<file path="src/uspc_pkg.sv">
package uspc_pkg;

  // Register byte offsets
  localparam logic [7:0] PWR_CTRL_OFS   = 8'h00; // power_control_reg
  localparam logic [7:0] USB_PWR_OFS    = 8'h04; // usb_power_control_reg
  localparam logic [7:0] IRQ_EN_OFS     = 8'h08; // interrupt_enable_reg0
  localparam logic [7:0] STATUS_OFS     = 8'h0c; // mode and clock status

  // Field positions in power_control_reg
  localparam int IDLE_BIT   = 0;
  localparam int PDOWN_BIT  = 1;
  localparam int LOWCLK_BIT = 5;

  // Field positions in usb_power_control_reg
  localparam int GLOBAL_SUSPEND_FLAG_BIT = 0;
  localparam int GLOBAL_RESUME_FLAG_BIT = 1;
  localparam int RWU_BIT  = 2;

  // Field positions in interrupt_enable_reg0
  localparam int EX0_BIT = 0;
  localparam int EX1_BIT = 1;
  localparam int EX2_BIT = 2;

  // Reset values: low-clock set after reset
  localparam logic [7:0] PWR_CTRL_RST = 8'h20;

  // Timing
  localparam int CLK_MHZ        = 200;
  localparam int SUSPEND_US     = 3000;   // 3 ms inactivity
  localparam int SUSPEND_CYC    = SUSPEND_US * CLK_MHZ + 1;
  localparam int RESUME_US      = 10000;  // Remote wake-up drive time
  localparam int RESUME_CYC     = RESUME_US * CLK_MHZ;
  localparam int PLL_GATE_US    = 10;     // PLL settle before ungating
  localparam int PLL_GATE_CYC   = PLL_GATE_US * CLK_MHZ;
  localparam int SLOW_MHZ       = 3;
  localparam int SLOW_DIV       = CLK_MHZ / SLOW_MHZ / 2;

  // Power states
  typedef enum logic [1:0] {
    USPC_RUN,
    USPC_IDLE,
    USPC_PDOWN,
    USPC_WAKE
  } uspc_state_type;

endpackage

</file>
<file path="src/uspc_timer.sv">
`timescale 1ns/1ps
`default_nettype none
// Cycle counter with restart and terminal-count flag
module uspc_timer #(
  parameter int WIDTH = 24
) (
  input  wire logic             pclk,
  input  wire logic             presetn,
  input  wire logic             ce,
  input  wire logic             restart,
  input  wire logic             run,
  input  wire logic [WIDTH-1:0] limit,
  output var  logic             done
);

  logic [WIDTH-1:0] cnt_q; // Elapsed cycles

  // Counts while run, saturates at limit
  always_ff @(posedge pclk or negedge presetn)
  begin
    if (!presetn)
      cnt_q <= '0;
    else if (ce)
    begin
      if (restart || !run)
        cnt_q <= '0;
      else if (cnt_q != limit)
        cnt_q <= cnt_q + 1'b1;
    end
  end

  assign done = run && (cnt_q == limit);

endmodule
`default_nettype wire

</file>
<file path="src/uspc_core.sv">
`timescale 1ns/1ps
`default_nettype none
// How it works
// - Suspend sets flag, raises shared interrupt
// - Idle bus over 3 ms is suspend
// - Suspend while suspended changes nothing
// - Suspend alone never cuts power
// - Powerdown stops oscillator unless isolated, freezes clocks
// - Powerdown pins: strobes low, ports per mode
// - Powerdown bit write enters powerdown immediately
// - Enabled external interrupt ends powerdown
// - Reset clears powerdown, restarts clocks
// - Resume sets resume flag, clears suspend
// - Any non-J state while suspended restarts oscillator
// - Resume powers PLL, output gated until timed
// - Remote wake starts from external interrupt
// - Wake bit drives resume signaling upstream
// - After reset CPU runs low clock
// - Clearing low-clock bit selects full rate
// - Isolation floats ports and strobes
// - Powerdown wins over idle
// - Wake bit self-clears after signaling
module uspc_core #(
  parameter int SUSPEND_CYC  = uspc_pkg::SUSPEND_CYC,
  parameter int RESUME_CYC   = uspc_pkg::RESUME_CYC,
  parameter int PLL_GATE_CYC = uspc_pkg::PLL_GATE_CYC
) (
  input  wire logic        pclk,
  input  wire logic        presetn,
  input  wire logic        pce,
  // APB slave
  input  wire logic        psel,
  input  wire logic        penable,
  input  wire logic        pwrite,
  input  wire logic [7:0]  paddr,
  input  wire logic [31:0] pwdata,
  input  wire logic [3:0]  pstrb,
  output var  logic [31:0] prdata,
  output var  logic        pready,
  output var  logic        pslverr,
  // USB upstream line state
  input  wire logic        usb_line_j,
  input  wire logic        usb_activity,
  // External interrupt pins, active low
  input  wire logic        ext_irq0_pin,
  input  wire logic        ext_irq1_pin,
  input  wire logic        keyscan_irq_pin,
  // Reset-time straps
  input  wire logic        strap_strobe_hi,
  input  wire logic        strap_latch_lo,
  input  wire logic        external_code_select,
  // Clock and power controls
  output var  logic        osc_enable,
  output var  logic        pll_power,
  output var  logic        pll_out_enable,
  output var  logic        cpu_clk_enable,
  output var  logic        slow_clk_tick,
  output var  logic        susp_resume_irq,
  output var  logic        wake_irq,
  output var  logic        resume_drive,
  // Pin control
  output var  logic        addr_latch_o,
  output var  logic        addr_latch_oe,
  output var  logic        program_read_strobe_o,
  output var  logic        program_read_strobe_oe,
  output var  logic [3:0]  port_oe,
  output var  logic        port2_weak_pull
);

  localparam int TW = 32;

  // Control and status state
  uspc_pkg::uspc_state_type state_q, state_d;
  logic       idle_request_q;        // Idle request bit
  logic       powerdown_request_q;   // Powerdown request bit
  logic       low_clock_select_q;    // Low-clock select bit
  logic       global_suspend_flag_q; // Suspend flag
  logic       global_resume_flag_q;  // Resume flag
  logic       remote_wakeup_request_q; // Remote wake bit
  logic [2:0] irq_en_q;              // ext_irq enables
  logic       isolate_q;             // Isolation mode latched
  logic       strap_seen_q;          // Strap sampled once after reset
  logic       pll_wait_q;            // PLL output still gated
  logic [7:0] slow_cnt_q;            // Low-clock divider
  logic       slow_tick_q;

  // Bus decode
  wire        acc      = psel && penable;
  wire        wr       = acc && pwrite && pstrb[0];
  wire        hit_pc   = paddr == uspc_pkg::PWR_CTRL_OFS;
  wire        hit_up   = paddr == uspc_pkg::USB_PWR_OFS;
  wire        hit_ie   = paddr == uspc_pkg::IRQ_EN_OFS;
  wire        hit_st   = paddr == uspc_pkg::STATUS_OFS;
  wire        mapped   = hit_pc || hit_up || hit_ie || hit_st;
  wire        wr_pc    = wr && hit_pc;
  wire        wr_up    = wr && hit_up;
  wire        wr_ie    = wr && hit_ie;

  // Wake sources: active-low pins gated by enables
  wire [2:0]  ext_low  = {!keyscan_irq_pin, !ext_irq1_pin, !ext_irq0_pin};
  wire        ext_wake = |(ext_low & irq_en_q);
  // Resume: any departure from idle J while suspended
  wire        resume_ev = global_suspend_flag_q && !usb_line_j;
  wire        susp_done;
  wire        rwu_done;
  wire        pll_done;
  wire        susp_ev  = susp_done && !global_suspend_flag_q;
  wire        in_pd    = state_q == uspc_pkg::USPC_PDOWN;

  // Inactivity timer restarts on any bus activity
  uspc_timer #(.WIDTH(TW)) u_susp (
    .pclk    (pclk),
    .presetn (presetn),
    .ce      (pce),
    .restart (usb_activity),
    .run     (!global_suspend_flag_q),
    .limit   (TW'(SUSPEND_CYC)),
    .done    (susp_done)
  );

  // Remote wake signaling duration
  uspc_timer #(.WIDTH(TW)) u_rwu (
    .pclk    (pclk),
    .presetn (presetn),
    .ce      (pce),
    .restart (1'b0),
    .run     (remote_wakeup_request_q),
    .limit   (TW'(RESUME_CYC)),
    .done    (rwu_done)
  );

  // PLL settle before output ungated
  uspc_timer #(.WIDTH(TW)) u_pll (
    .pclk    (pclk),
    .presetn (presetn),
    .ce      (pce),
    .restart (1'b0),
    .run     (pll_wait_q),
    .limit   (TW'(PLL_GATE_CYC)),
    .done    (pll_done)
  );

  // Power state selection
  always_comb
  begin
    state_d = state_q;
    case (state_q)
      uspc_pkg::USPC_RUN:
        if (wr_pc && pwdata[uspc_pkg::PDOWN_BIT])
          state_d = uspc_pkg::USPC_PDOWN;
        else if (wr_pc && pwdata[uspc_pkg::IDLE_BIT])
          state_d = uspc_pkg::USPC_IDLE;
      uspc_pkg::USPC_IDLE:
        if (ext_wake || resume_ev)
          state_d = uspc_pkg::USPC_RUN;
      uspc_pkg::USPC_PDOWN:
        if (ext_wake || resume_ev)
          state_d = uspc_pkg::USPC_WAKE;
      uspc_pkg::USPC_WAKE:
        if (pll_done)
          state_d = uspc_pkg::USPC_RUN;
      default:
        state_d = uspc_pkg::USPC_RUN;
    endcase
  end

  // State register; reset clears powerdown asynchronously
  always_ff @(posedge pclk or negedge presetn)
  begin
    if (!presetn)
      state_q <= uspc_pkg::USPC_RUN;
    else if (pce)
      state_q <= state_d;
  end

  // Power control bits
  always_ff @(posedge pclk or negedge presetn)
  begin
    if (!presetn)
    begin
      idle_request_q      <= 1'b0;
      powerdown_request_q <= 1'b0;
      low_clock_select_q  <= uspc_pkg::PWR_CTRL_RST[uspc_pkg::LOWCLK_BIT];
      irq_en_q            <= 3'h0;
    end
    else if (pce)
    begin
      // Wake clears request bits
      if (state_q != uspc_pkg::USPC_RUN && (ext_wake || resume_ev))
      begin
        idle_request_q      <= 1'b0;
        powerdown_request_q <= 1'b0;
      end
      else if (wr_pc)
      begin
        idle_request_q      <= pwdata[uspc_pkg::IDLE_BIT];
        powerdown_request_q <= pwdata[uspc_pkg::PDOWN_BIT];
      end
      if (wr_pc)
        low_clock_select_q <= pwdata[uspc_pkg::LOWCLK_BIT];
      if (wr_ie)
        irq_en_q <= pwdata[2:0];
    end
  end

  // USB suspend/resume flags; hardware set wins over clear
  always_ff @(posedge pclk or negedge presetn)
  begin
    if (!presetn)
    begin
      global_suspend_flag_q   <= 1'b0;
      global_resume_flag_q    <= 1'b0;
      remote_wakeup_request_q <= 1'b0;
    end
    else if (pce)
    begin
      if (susp_ev)
        global_suspend_flag_q <= 1'b1;
      else if (resume_ev)
        global_suspend_flag_q <= 1'b0;
      else if (wr_up && !pwdata[uspc_pkg::GLOBAL_SUSPEND_FLAG_BIT])
        global_suspend_flag_q <= 1'b0;
      if (resume_ev)
        global_resume_flag_q <= 1'b1;
      else if (wr_up && !pwdata[uspc_pkg::GLOBAL_RESUME_FLAG_BIT])
        global_resume_flag_q <= 1'b0;
      if (rwu_done)
        remote_wakeup_request_q <= 1'b0;
      else if (wr_up && pwdata[uspc_pkg::RWU_BIT])
        remote_wakeup_request_q <= 1'b1;
    end
  end

  // PLL gating after a resume from powerdown
  always_ff @(posedge pclk or negedge presetn)
  begin
    if (!presetn)
      pll_wait_q <= 1'b0;
    else if (pce)
      pll_wait_q <= (state_d == uspc_pkg::USPC_WAKE);
  end

  // Strap sampled at first enabled edge after release
  always_ff @(posedge pclk or negedge presetn)
  begin
    if (!presetn)
    begin
      isolate_q    <= 1'b0;
      strap_seen_q <= 1'b0;
    end
    else if (pce && !strap_seen_q)
    begin
      strap_seen_q <= 1'b1;
      isolate_q    <= strap_strobe_hi && strap_latch_lo
                      && external_code_select;
    end
  end

  // Low-clock tick divider, free-running
  always_ff @(posedge pclk or negedge presetn)
  begin
    if (!presetn)
    begin
      slow_cnt_q  <= 8'h00;
      slow_tick_q <= 1'b0;
    end
    else if (pce)
    begin
      slow_tick_q <= slow_cnt_q == 8'(uspc_pkg::SLOW_DIV - 1);
      if (slow_cnt_q == 8'(uspc_pkg::SLOW_DIV - 1))
        slow_cnt_q <= 8'h00;
      else
        slow_cnt_q <= slow_cnt_q + 8'h01;
    end
  end

  // Clock and power outputs
  assign osc_enable      = !in_pd || isolate_q;
  assign pll_power       = !in_pd;
  assign pll_out_enable  = !in_pd && !pll_wait_q;
  assign cpu_clk_enable  = state_q == uspc_pkg::USPC_RUN;
  assign slow_clk_tick   = low_clock_select_q ? slow_tick_q : 1'b1;
  assign susp_resume_irq = global_suspend_flag_q || global_resume_flag_q;
  assign wake_irq        = ext_wake;
  assign resume_drive    = remote_wakeup_request_q;

  // Pins: powerdown drives strobes low, isolation floats all
  assign addr_latch_o           = !in_pd;
  assign addr_latch_oe          = !isolate_q;
  assign program_read_strobe_o  = !in_pd;
  assign program_read_strobe_oe = !isolate_q;
  assign port_oe[0] = !isolate_q && !(in_pd && !external_code_select);
  assign port_oe[1] = !isolate_q && !(in_pd && !external_code_select);
  assign port_oe[2] = !isolate_q && !(in_pd && !external_code_select);
  assign port_oe[3] = !isolate_q && !(in_pd && !external_code_select);
  assign port2_weak_pull = in_pd && !external_code_select && !isolate_q;

  // Read mux, registered in setup phase
  wire [31:0] rd_pc = {26'h0, low_clock_select_q, 3'h0,
                       powerdown_request_q, idle_request_q};
  wire [31:0] rd_up = {29'h0, remote_wakeup_request_q,
                       global_resume_flag_q, global_suspend_flag_q};
  wire [31:0] rd_st = {28'h0, isolate_q, pll_wait_q, state_q};
  wire [31:0] rd_mux = hit_pc ? rd_pc : hit_up ? rd_up :
                       hit_ie ? {29'h0, irq_en_q} : hit_st ? rd_st : 32'h0;

  always_ff @(posedge pclk or negedge presetn)
  begin
    if (!presetn)
      prdata <= 32'h0;
    else if (pce && psel && !penable && !pwrite)
      prdata <= rd_mux;
  end

  assign pready  = pce;
  assign pslverr = acc && !mapped;

  // Checks
  property p_pd_enter;
    @(posedge pclk) disable iff (!presetn)
    (pce && state_q == uspc_pkg::USPC_RUN && wr_pc
     && pwdata[uspc_pkg::PDOWN_BIT]) |=> in_pd && !osc_enable == !isolate_q;
  endproperty
  a_pd_enter: assert property (p_pd_enter) else $error("no powerdown");

  property p_resume_flags;
    @(posedge pclk) disable iff (!presetn)
    (pce && resume_ev && !susp_ev) |=> global_resume_flag_q
      && !global_suspend_flag_q;
  endproperty
  a_resume_flags: assert property (p_resume_flags) else $error("resume");

  property p_pd_pins;
    @(posedge pclk) disable iff (!presetn)
    in_pd |-> !addr_latch_o && !program_read_strobe_o;
  endproperty
  a_pd_pins: assert property (p_pd_pins) else $error("pd pins");

  property p_no_auto_pd;
    @(posedge pclk) disable iff (!presetn)
    (state_q == uspc_pkg::USPC_RUN && !wr_pc) |=> !in_pd;
  endproperty
  a_no_auto_pd: assert property (p_no_auto_pd) else $error("auto pd");

  // Suspend detection must show as flag and shared interrupt
  property p_susp_set;
    @(posedge pclk) disable iff (!presetn)
    (pce && susp_ev) |=> global_suspend_flag_q && susp_resume_irq;
  endproperty
  a_susp_set: assert property (p_susp_set) else $error("no suspend");

  // Wake bit drops once its signaling span is over
  property p_rwu_clear;
    @(posedge pclk) disable iff (!presetn)
    (pce && rwu_done) |=> !remote_wakeup_request_q;
  endproperty
  a_rwu_clear: assert property (p_rwu_clear) else $error("wake bit");

  // Isolation floats every pin while the oscillator keeps running
  property p_isolate_pins;
    @(posedge pclk) disable iff (!presetn)
    isolate_q |-> !addr_latch_oe && !program_read_strobe_oe
      && port_oe == 4'h0 && osc_enable;
  endproperty
  a_isolate_pins: assert property (p_isolate_pins) else $error("iso");

  cover property (@(posedge pclk) susp_ev);
  cover property (@(posedge pclk) in_pd ##1 state_q == uspc_pkg::USPC_WAKE);
  cover property (@(posedge pclk) rwu_done);

endmodule
`default_nettype wire

</file>
<file path="config.mk">
export PLATFORM = sky130hd
export DESIGN_NAME = uspc_core
export DESIGN_NICKNAME = d
export VERILOG_FILES = /design/src/uspc_pkg.sv /design/src/uspc_timer.sv /design/src/uspc_core.sv
export SDC_FILE = /design/constraint.sdc
export NUM_CORES = 1
export LEC_CHECK = 0
export ABC_AREA = 1
export BUFFER_PORTS_ARGS = -buffer_cell sky130_fd_sc_hd__buf_2
export CELL_PAD_IN_SITES_DETAIL_PLACEMENT = 1
export CELL_PAD_IN_SITES_GLOBAL_PLACEMENT = 2
export CORE_ASPECT_RATIO = 0.5
export CORE_MARGIN = 3
export CORE_UTILIZATION = 32
export CTS_CLUSTER_DIAMETER = 30
export DETAILED_ROUTE_END_ITERATION = 10
export PLACE_DENSITY = 0.86
export RECOVER_POWER = 100
export SYNTH_ARGS = -nofsm -noshare
export SYNTH_HDL_FRONTEND = slang
export SYNTH_SLANG_ARGS = --single-unit
export TNS_END_PERCENT = 5
</file>
<file path="constraint.sdc">
create_clock -name pclk -period 1.8 [get_ports pclk]
set_clock_uncertainty 0.1 [all_clocks]
set_input_delay 0.09 -clock pclk [delete_from_list [all_inputs] [get_ports pclk]]
set_output_delay 0.09 -clock pclk [all_outputs]
set_load 0.05 [all_outputs]
</file>
# ---- Word-level counts from Yosys, hierarchy flattened
# Cells that the tools add are included.
dict set report op_classes {
  add_sub_neg 4
  mul 0
  n_div 0
  order_cmp 0
  n_eq_ne 16
  n_shift 0
  n_mux 29
  bitwise 1
  n_reduce_logical 69
}
# operator count
set op_table {}
lappend op_table {{two-way mux 32 bit} 6}
lappend op_table {{adder 32 x 1 -> 32 bit (second input constant)} 3}
lappend op_table {{== test 32 x 11 -> 1 bit (second input constant)} 1}
lappend op_table {{== test 32 x 20 -> 1 bit (second input constant)} 1}
lappend op_table {{== test 32 x 21 -> 1 bit (second input constant)} 1}
lappend op_table {{!= test 32 x 11 -> 1 bit (second input constant)} 1}
lappend op_table {{!= test 32 x 20 -> 1 bit (second input constant)} 1}
lappend op_table {{!= test 32 x 21 -> 1 bit (second input constant)} 1}
lappend op_table {{logical AND 1 bit} 28}
lappend op_table {{AND reduction 2 bit} 9}
lappend op_table {{== test 8 x 4 -> 1 bit (second input constant)} 2}
lappend op_table {{zero test 1 bit} 16}
lappend op_table {{two-way mux 1 bit} 12}
lappend op_table {{two-way mux 4 bit} 3}
lappend op_table {{two-way mux 2 bit} 5}
lappend op_table {{nonzero test 2 bit} 5}
lappend op_table {{adder 8 x 1 -> 8 bit (second input constant)} 1}
lappend op_table {{== test 8 x 3 -> 1 bit (second input constant)} 1}
lappend op_table {{== test 8 x 6 -> 1 bit (second input constant)} 1}
lappend op_table {{zero test 8 bit} 1}
lappend op_table {{two-way mux 8 bit} 1}
lappend op_table {{one-hot mux 2 bit (4 select lines)} 1}
lappend op_table {{logical OR 1 bit} 7}
lappend op_table {{== test 2 bit (second input constant)} 3}
lappend op_table {{7 further kinds} 8}
dict set report totals {
  regBits 151
  latchBits 0
  ramBits 0
  rom_bits 0
  output_inout_bits 51
  word_cells 136
  memories 0
}

# ---- Longest topological paths before layout
# Gate-level depths: netlist of run 1.
dict set report depth {
  depth_word 9
  depth_mapped 12
  ltp_nobuf 12
}

# ---- By module
# A second synthesis of run 1 with hierarchy kept.
dict set report hier_totals {
  hier_cells 1670
  area_unflattened_um2 10209.8
}
# mod instances cells_each area_each_um2
set by_module_without_submodules {}
lappend by_module_without_submodules {uspc_timer 3 467 2753.9}
lappend by_module_without_submodules {uspc_core 1 269 1948.1}

# ---- Worst setup path after synthesis of run 1
# Ideal clock, no wire load.
dict set report synth_path {
  path_kind {reg2out}
  start {register isolate_q}
  end {output port port2_weak_pull}
  arrival_ns 1.937
  setup_slack_ns -0.327
  stages_incl_launch_ff 4
  n_path_buf 0
  path_cell_list {dfrtp_1 -> inv_1 -> nand2_1 -> nor2_1}
}
dict set report synth_via {
  elab_chain_len 2
}
# item line_no
set synth_lines {}
lappend synth_lines {{start: declaration} uspc_core.sv:81} ;# logic isolate_q;
lappend synth_lines {{start signal: assignment} uspc_core.sv:254} ;# isolate_q <= strap_strobe_hi && strap_latch_lo
lappend synth_lines {{zero test 1 bit} --}
lappend synth_lines {{net addr_latch_oe} uspc_core.sv:63} ;# output var logic addr_latch_oe,
lappend synth_lines {{logical AND 1 bit} uspc_core.sv:296} ;# assign port2_weak_pull = in_pd && !external_code_select && !isolate_q;
lappend synth_lines {{end: declaration} uspc_core.sv:67} ;# output var logic port2_weak_pull
# The timed path passes the listed nets, and every way through them passes these cells.

# ---- Worst setup path in the final report of run 1
dict set report layout_path {
  start {register u_pll.cnt_q[19]}
  end {register u_pll.cnt_q[3]}
}
dict set report layout_via {
  elab_chain_len 3
}
# item line_no
set layout_lines {}
lappend layout_lines {{start: declaration} uspc_timer.sv:16} ;# logic [WIDTH-1:0] cnt_q;
lappend layout_lines {{start signal: assignment} uspc_timer.sv:28} ;# cnt_q <= cnt_q + 1'b1;
lappend layout_lines {{!= test 32 x 11 -> 1 bit} uspc_timer.sv:27} ;# else if (cnt_q != limit)
lappend layout_lines {{!= test 2 x 1 -> 1 bit (no source line)} --}
lappend layout_lines {{AND reduction 2 bit (no source line)} --}
# Every way passes these cells.
# A chain may end at the register's enable or synchronous reset.

==> results.json, run 1 <==
{
  "gp_congestion": 0.9494,
  "finalHoldViolCount": 0,
  "cts.clk_slew.worst_paths_ns": 0.06,
  "whs_path_depth": 6,
  "dpl_cell_area_um2": 9982,
  "worst_slack_ns": -0.09404,
  "fp.dieW_um": 239.4,
  "grt-ovfl-total": 0,
  "grt_pass1_wl_um": 48510,
  "startpoint_type": "flip-flop",
  "relSlewSlack_pct": 14.00,
  "required_ns": 2.07,
  "antenna_found_initial": 0,
  "diodes": 0,
  "synth_top_area_cell": "dfrtp_1",
  "first_global_vias": 9645,
  "ys_ff_latch": 124,
  "reg2reg_slack_ns": -0.09,
  "post-route-period-util_pct": 105.2,
  "failed_checks": "negative setup slack",
  "die_area_um2": 29390,
  "period_needed_ns": 1.894,
  "root_buffer": "clkbuf_16",
  "leakagePower_nw": 5.104,
  "ys_seq_area_share_pct": 35.60,
  "drc": 0,
  "cp_max_fo": 5,
  "synth_area_per_cell_um2": 6.493,
  "ys_dominant_reg_cell": "dfrtp_1",
  "synth_warnings": 0,
  "fin_tns_setup_ns": -0.9383,
  "cp_cell_sequence": "inv_1, nand2_1, nor2_1, nand2_1, nor2_2, nand2_2, nand2_8, buf_6, clkbuf_16, nor3_2, nor2_1",
  "grt_start_max_net_pins": 46,
  "synth_area_leaders": "dfrtp_1 35%, nand2_1 19%, nand3_1 7.7%, nor2_1 7.7%, inv_1 6.1%",
  "synth_area_um2": 8720,
  "coreArea_um2": 26640,
  "slew_violations": 0,
  "htreeDepth": 4,
  "r2r-start": "u_pll.cnt_q[19]$_DFFE_PN0P_",
  "area_delta_synth_final_pct": 32.90,
  "numCtsBuffers": 17,
  "drt_iter0_markers": 426,
  "io_buffers": 50,
  "num_rows": 42,
  "timing.fmax_ghz": 0.5280,
  "final_cell_area_um2": 11590,
  "routed_wl_um": 31210,
  "viasPerCell": 5.005,
  "drtAntennaViolNets": 0,
  "drt_first_pass_iters": 5,
  "clockBufferDepth": 2,
  "synth_commonest_cells": "437 x nand2_1, 180 x nor2_1, 141 x inv_1, 135 x nand3_1, 123 x dfrtp_1",
  "rsz0062_at_grt": "true",
  "synth_cell_types": 41,
  "r2r-end": "u_pll.cnt_q[3]$_DFFE_PN0P_",
  "place_ws_ns": -0.1479,
  "path_class": "reg2reg",
  "setup_viol_count_final": 21,
  "clk_latency_ns": 0.45,
  "cts.sinks": 124,
  "nets": 1581,
  "postSynthCellCount": 1343,
  "synth_top_area_share_pct": 35.30,
  "crit_path_max_incr_delay_ns": 0.47,
  "ir_worst_vdd_mv": 0.7134,
  "hold_end": "prdata[2]$_DFFE_PN0P_",
  "worstSetupStartpoint": "u_pll.cnt_q[19]$_DFFE_PN0P_",
  "async_flop_share_pct": 100.0,
  "critPathArrivalTime_ns": 2.17,
  "status": "complete, but fails checks",
  "power.density_nw_per_um2": 730.5,
  "ff2ff_path_depth": 11,
  "start_util_pct": 32.73,
  "hp-start": "paddr[2]",
  "synth_edf_count": 0,
  "post-dp-hpwl_um": 22230,
  "die_y_um": 122.7,
  "cts_tree": "done",
  "wl_per_cell_um": 16.60,
  "layout-drive-gt1-share_pct": 24.74,
  "grt_usage_pct": 20.82,
  "synth_most_common_cell": "nand2_1",
  "hp-class": "in2reg",
  "drv_cap": 0,
  "critPathCaptureType": "flip-flop",
  "num_io_pins": 109,
  "critPathSlowestCell": "dfrtp_1",
  "worstMarginPinSlew_ns": 1.290,
  "dr_total_vias": 9410
}
==> how the worst max path moves through the flow <==
stage	end	slack, ns
2_1_floorplan	port_oe[1]	-0.1
3_3_place_gp	u_susp.cnt_q[13]$_DFFE_PN0P_	-0.009
3_5_place_dp	u_pll.cnt_q[18]$_DFFE_PN0P_	-0.15
4_1_cts	u_pll.cnt_q[18]$_DFFE_PN0P_	-0.09
5_1_grt	u_pll.cnt_q[17]$_DFFE_PN0P_	-0.20
6_report	u_pll.cnt_q[3]$_DFFE_PN0P_	-0.09
==> registers in the layout, indices dropped and copies added (netlist names), 2 cells and up <==
name and count:
slow_cnt_q 8, u_rwu.cnt_q 32, u_susp.cnt_q 32, prdata 5
irq_en_q 3, u_pll.cnt_q 32, state_q 2
==> cell usage in the layout, fill, tap and decap left out, types with 31 or more instances in the layout <==
master     n
nand2_1  414
nor2_1   150
nand3_1  131
inv_1    118
dfrtp_1  107
buf_4    105
buf_2     45
o21ai_0   44
o21ai_1   39
xor2_1    32
nor3_1    31
==> where the power goes <==
part	switching (mW)	internal (mW)	total, mW
Sequential	0.134	2.92	3.06
Clock	1.40	2.56	3.96
Combinational	1.03	0.421	1.45
==> final cells by class <==
class                           count  area [um2]
Tap cell                          352       440.4
Clock inverter                     11       188.9
Sequential cell                   124        3124
Inverter                          145       563.0
Clock buffer                       21       470.5
Timing Repair Buffer              189        1570
Multi-Input combinational cell   1038        5231
Fill cell                        3407       15050
==> through the flow <==
| step | cells | util, % | total power [mW] | hold slack [ns] |
|---|---|---|---|---|
| finish | 1880 | 43.50 | 8.465 | 0.04480 |
| global route | 1880 | 43.50 | 8.817 | 0.05529 |
| CTS | 1861 | 40.89 | 8.416 | 0.01517 |
| detailed placement | 1812 | 37.47 | 4.350 | -0.02574 |
| global placement | 1812 | 37.47 | 4.293 | -0.02717 |
| floorplan | 1369 | - | 3.972 | -0.3056 |
==> critical path: cells and delay by family (launching register included) <==
family | cells | cell delay [ns]
buf+inv | 3 | 0.42
simple gates | 8 | 0.84
flops | 1 | 0.47
==> what timing repair did <==
| item | 4_1_cts | 5_1_grt |
|---|---|---|
| hold buffers | 15 | 0 |
| gates resized for setup | 19 | 187 |
| pin swaps | 4 | 23 |
| buffers inserted | 1 | 12 |
| gates cloned | 1 | 7 |
| endpoints found under the setup margin | 63 | 109 |
| hold endpoints to repair | 142 | 0 |
==> routing by layer <==
layer	track usage, %	wire length [um]	vias up
met2	36.89	15680	143
met1	25.96	13930	4666
met4	5.392	587	0
li1	-	-	4555
met3	4.445	1015	46
met5	0	0	-
==> logic make-up (layout without fill, tap and decap cells) <==
kind of cell | count (synthesis) | count (layout) | share of synthesized area (%)
flip-flops | 124 | 124 | 35.60
XOR/XNOR | 36 | 36 | 3.616
buffers and inverters | 209 | 366 | 11.15
adder cells (fa/ha/maj) | 8 | 8 | 1.148
AO/OA/AOI/OAI | 108 | 108 | 6.673
other | 1 | 27 | 0.04301
AND/OR/NAND/NOR | 857 | 859 | 41.77
Power figures use the tool's default switching activity.
==> run 2: changes to the inputs <==
- BUFFER_PORTS_ARGS: -buffer_cell sky130_fd_sc_hd__buf_2 -> not set
- CORE_UTILIZATION: 32 -> 35
- DONT_BUFFER_PORTS: not set -> 1
- PLACE_DENSITY: 0.86 -> 0.85
==> results.json, run 2 (same netlist as run 1, synthesis figures left out) <==
{
  "hold_slack_ns": -0.7559,
  "power.density_nw_per_um2": 747.7,
  "worst_slack_ns": -0.03578,
  "crit_path_max_incr_delay_ns": 0.42,
  "rsz0062_at_grt": "true",
  "r2r-end": "u_rwu.cnt_q[17]$_DFFE_PN0P_",
  "root_buffer": "clkbuf_16",
  "failed_checks": "negative hold slack, negative setup slack",
  "critPathArrivalTime_ns": 2.10,
  "hp-class": "in2async",
  "io_buffers": 0,
  "htreeDepth": 4,
  "post-dp-hpwl_um": 21470,
  "start_util_pct": 36.00,
  "dpl_cell_area_um2": 9686,
  "layout-drive-gt1-share_pct": 18.76,
  "finalHoldViolCount": 209,
  "final_common_cell": "nand2_1",
  "fp.dieW_um": 229.2,
  "first_global_vias": 9648,
  "critPathSlowestCell": "dfrtp_1",
  "nFillCells": 3138,
  "status": "complete, but fails checks",
  "relSlewSlack_pct": 61.60,
  "coreArea_um2": 24220,
  "wl_met1_um": 13430,
  "clk_latency_ns": 0.44,
  "clockBufferDepth": 2,
  "highest_layer": "met4",
  "drv_cap": 0,
  "fin_tns_setup_ns": -0.1280,
  "dr_wl_met2_um": 15330,
  "dr_wl_met3_um": 947,
  "reg2reg_slack_ns": -0.04,
  "num_io_pins": 109,
  "cts.sinks": 124,
  "path_class": "reg2reg",
  "numCtsBuffers": 17,
  "diodes": 0,
  "final_cell_area_um2": 11160,
  "wl_per_cell_um": 16.56,
  "grt_start_max_net_pins": 125,
  "cp_top_family": "simple AND/OR/NAND/NOR gates",
  "ff2ff_path_depth": 9,
  "viasPerCell": 5.029,
  "top_regs": "u_pll.cnt_q (32), u_rwu.cnt_q (32), u_susp.cnt_q (32)",
  "cp_cell_sequence": "inv_1, ha_2, nand4_1, nor2_1, nand3_1, nand2_4, buf_12, nand2_1, o21ai_1",
  "drtAntennaViolNets": 0,
  "drt_iter0_markers": 492,
  "layout_common_cells": "416 x nand2_1, 158 x nor2_1, 130 x inv_1, 130 x nand3_1, 109 x dfrtp_1",
  "critPathCaptureType": "flip-flop",
  "antenna_found_initial": 0,
  "crit_buf_inv": 2,
  "area_delta_synth_final_pct": 27.97,
  "required_ns": 2.06,
  "num_rows": 40,
  "drt_first_pass_iters": 5,
  "routed_wl_um": 30110,
  "cts.clk_slew.worst_paths_ns": 0.06,
  "post-route-period-util_pct": 102.0,
  "slew_violations": 0,
  "startpoint_type": "flip-flop",
  "r2r-start": "u_rwu.cnt_q[1]$_DFFE_PN0P_",
  "cts_tree": "done",
  "grt-ovfl-total": 0,
  "gp_congestion": 0.9153,
  "timing.fmax_ghz": 0.5447,
  "drc": 0,
  "grt_usage_pct": 22.51,
  "grt_pass1_wl_um": 49090,
  "leakagePower_nw": 4.856,
  "nets": 1535,
  "ir_worst_vdd_mv": 0.5435,
  "die_area_um2": 26960,
  "worstMarginPinSlew_ns": 0.5744,
  "hold_buffers": 31,
  "dr_total_vias": 9143,
  "cp_max_fo": 24,
  "period_needed_ns": 1.836,
  "setup_viol_count_final": 12,
  "die_y_um": 117.6
}
run 2: cell types whose count changed in the layout (fill, tap and decap cells not counted), sizes merged:
cell,change
buf,-59
dlygate4sd3,+15
clkbuf,-2
clkinv,+2
clkinvlp,-1
dlymetal6s4s,+1
inv,-1
nand2,-1
run 2: worst max-delay path by stage:
stage,slack (ns),cells after the start,start,end
6_report,-0.04,9,u_rwu.cnt_q[1]$_DFFE_PN0P_,u_rwu.cnt_q[17]$_DFFE_PN0P_
5_1_grt,-0.19,10,u_susp.cnt_q[1]$_DFFE_PN0P_,u_susp.cnt_q[24]$_DFFE_PN0P_
4_1_cts,-0.009,9,u_rwu.cnt_q[1]$_DFFE_PN0P_,u_rwu.cnt_q[17]$_DFFE_PN0P_
3_5_place_dp,-0.07,12,u_pll.cnt_q[1]$_DFFE_PN0P_,u_pll.cnt_q[3]$_DFFE_PN0P_
3_3_place_gp,-0.03,11,u_susp.cnt_q[1]$_DFFE_PN0P_,u_susp.cnt_q[13]$_DFFE_PN0P_
2_1_floorplan,-0.1,6,state_q[1]$_DFFE_PN0P_,port_oe[1]
run 2: through the flow:
stage	total power [mW]	instances	setup slack [ns]	utilization [%]
final	8.343	1818	-0.03578	46.06
after global routing	8.699	1818	-0.1937	46.06
after CTS	8.306	1808	-0.009172	44.17
after detailed placement	4.219	1745	-0.06956	39.98
after global placement	4.160	1745	-0.02877	39.98
after floorplan	3.972	1369	-0.09814	-
run 2: routing by layer:
| metal | vias to the layer above | GRT usage, % |
|---|---|---|
| met3 | 27 | 4.811 |
| met1 | 4504 | 27.65 |
| met4 | 0 | 6.768 |
| met2 | 145 | 39.73 |
| li1 | 4467 | - |
| met5 | - | 0 |
run 2: repair_timing:
item,CTS,global route
cloned,0,4
resized for setup,18,140
setup endpoints to repair,65,120
pin swaps,4,22
hold endpoints to repair,239,216
setup buffers,0,6
run 2: report_power, final:
group | internal (mW) | switching, mW | leakage, nW
registers | 2.92 | 0.153 | 1.68
logic | 0.394 | 0.915 | 2.86
clock network | 2.53 | 1.43 | 0.317
total | 5.84 | 2.50 | 4.86
run 2: layout make-up:
class | count | area [um2] | area share, %
multi-input combinational | 1037 | 5097 | 45.68
sequential | 124 | 3122 | 27.98
timing repair buffer | 144 | 1310 | 11.74
inverter | 145 | 558.0 | 5.001
clock buffer | 21 | 460.4 | 4.126
tap | 336 | 420.4 | 3.768
clock inverter | 11 | 190.2 | 1.704
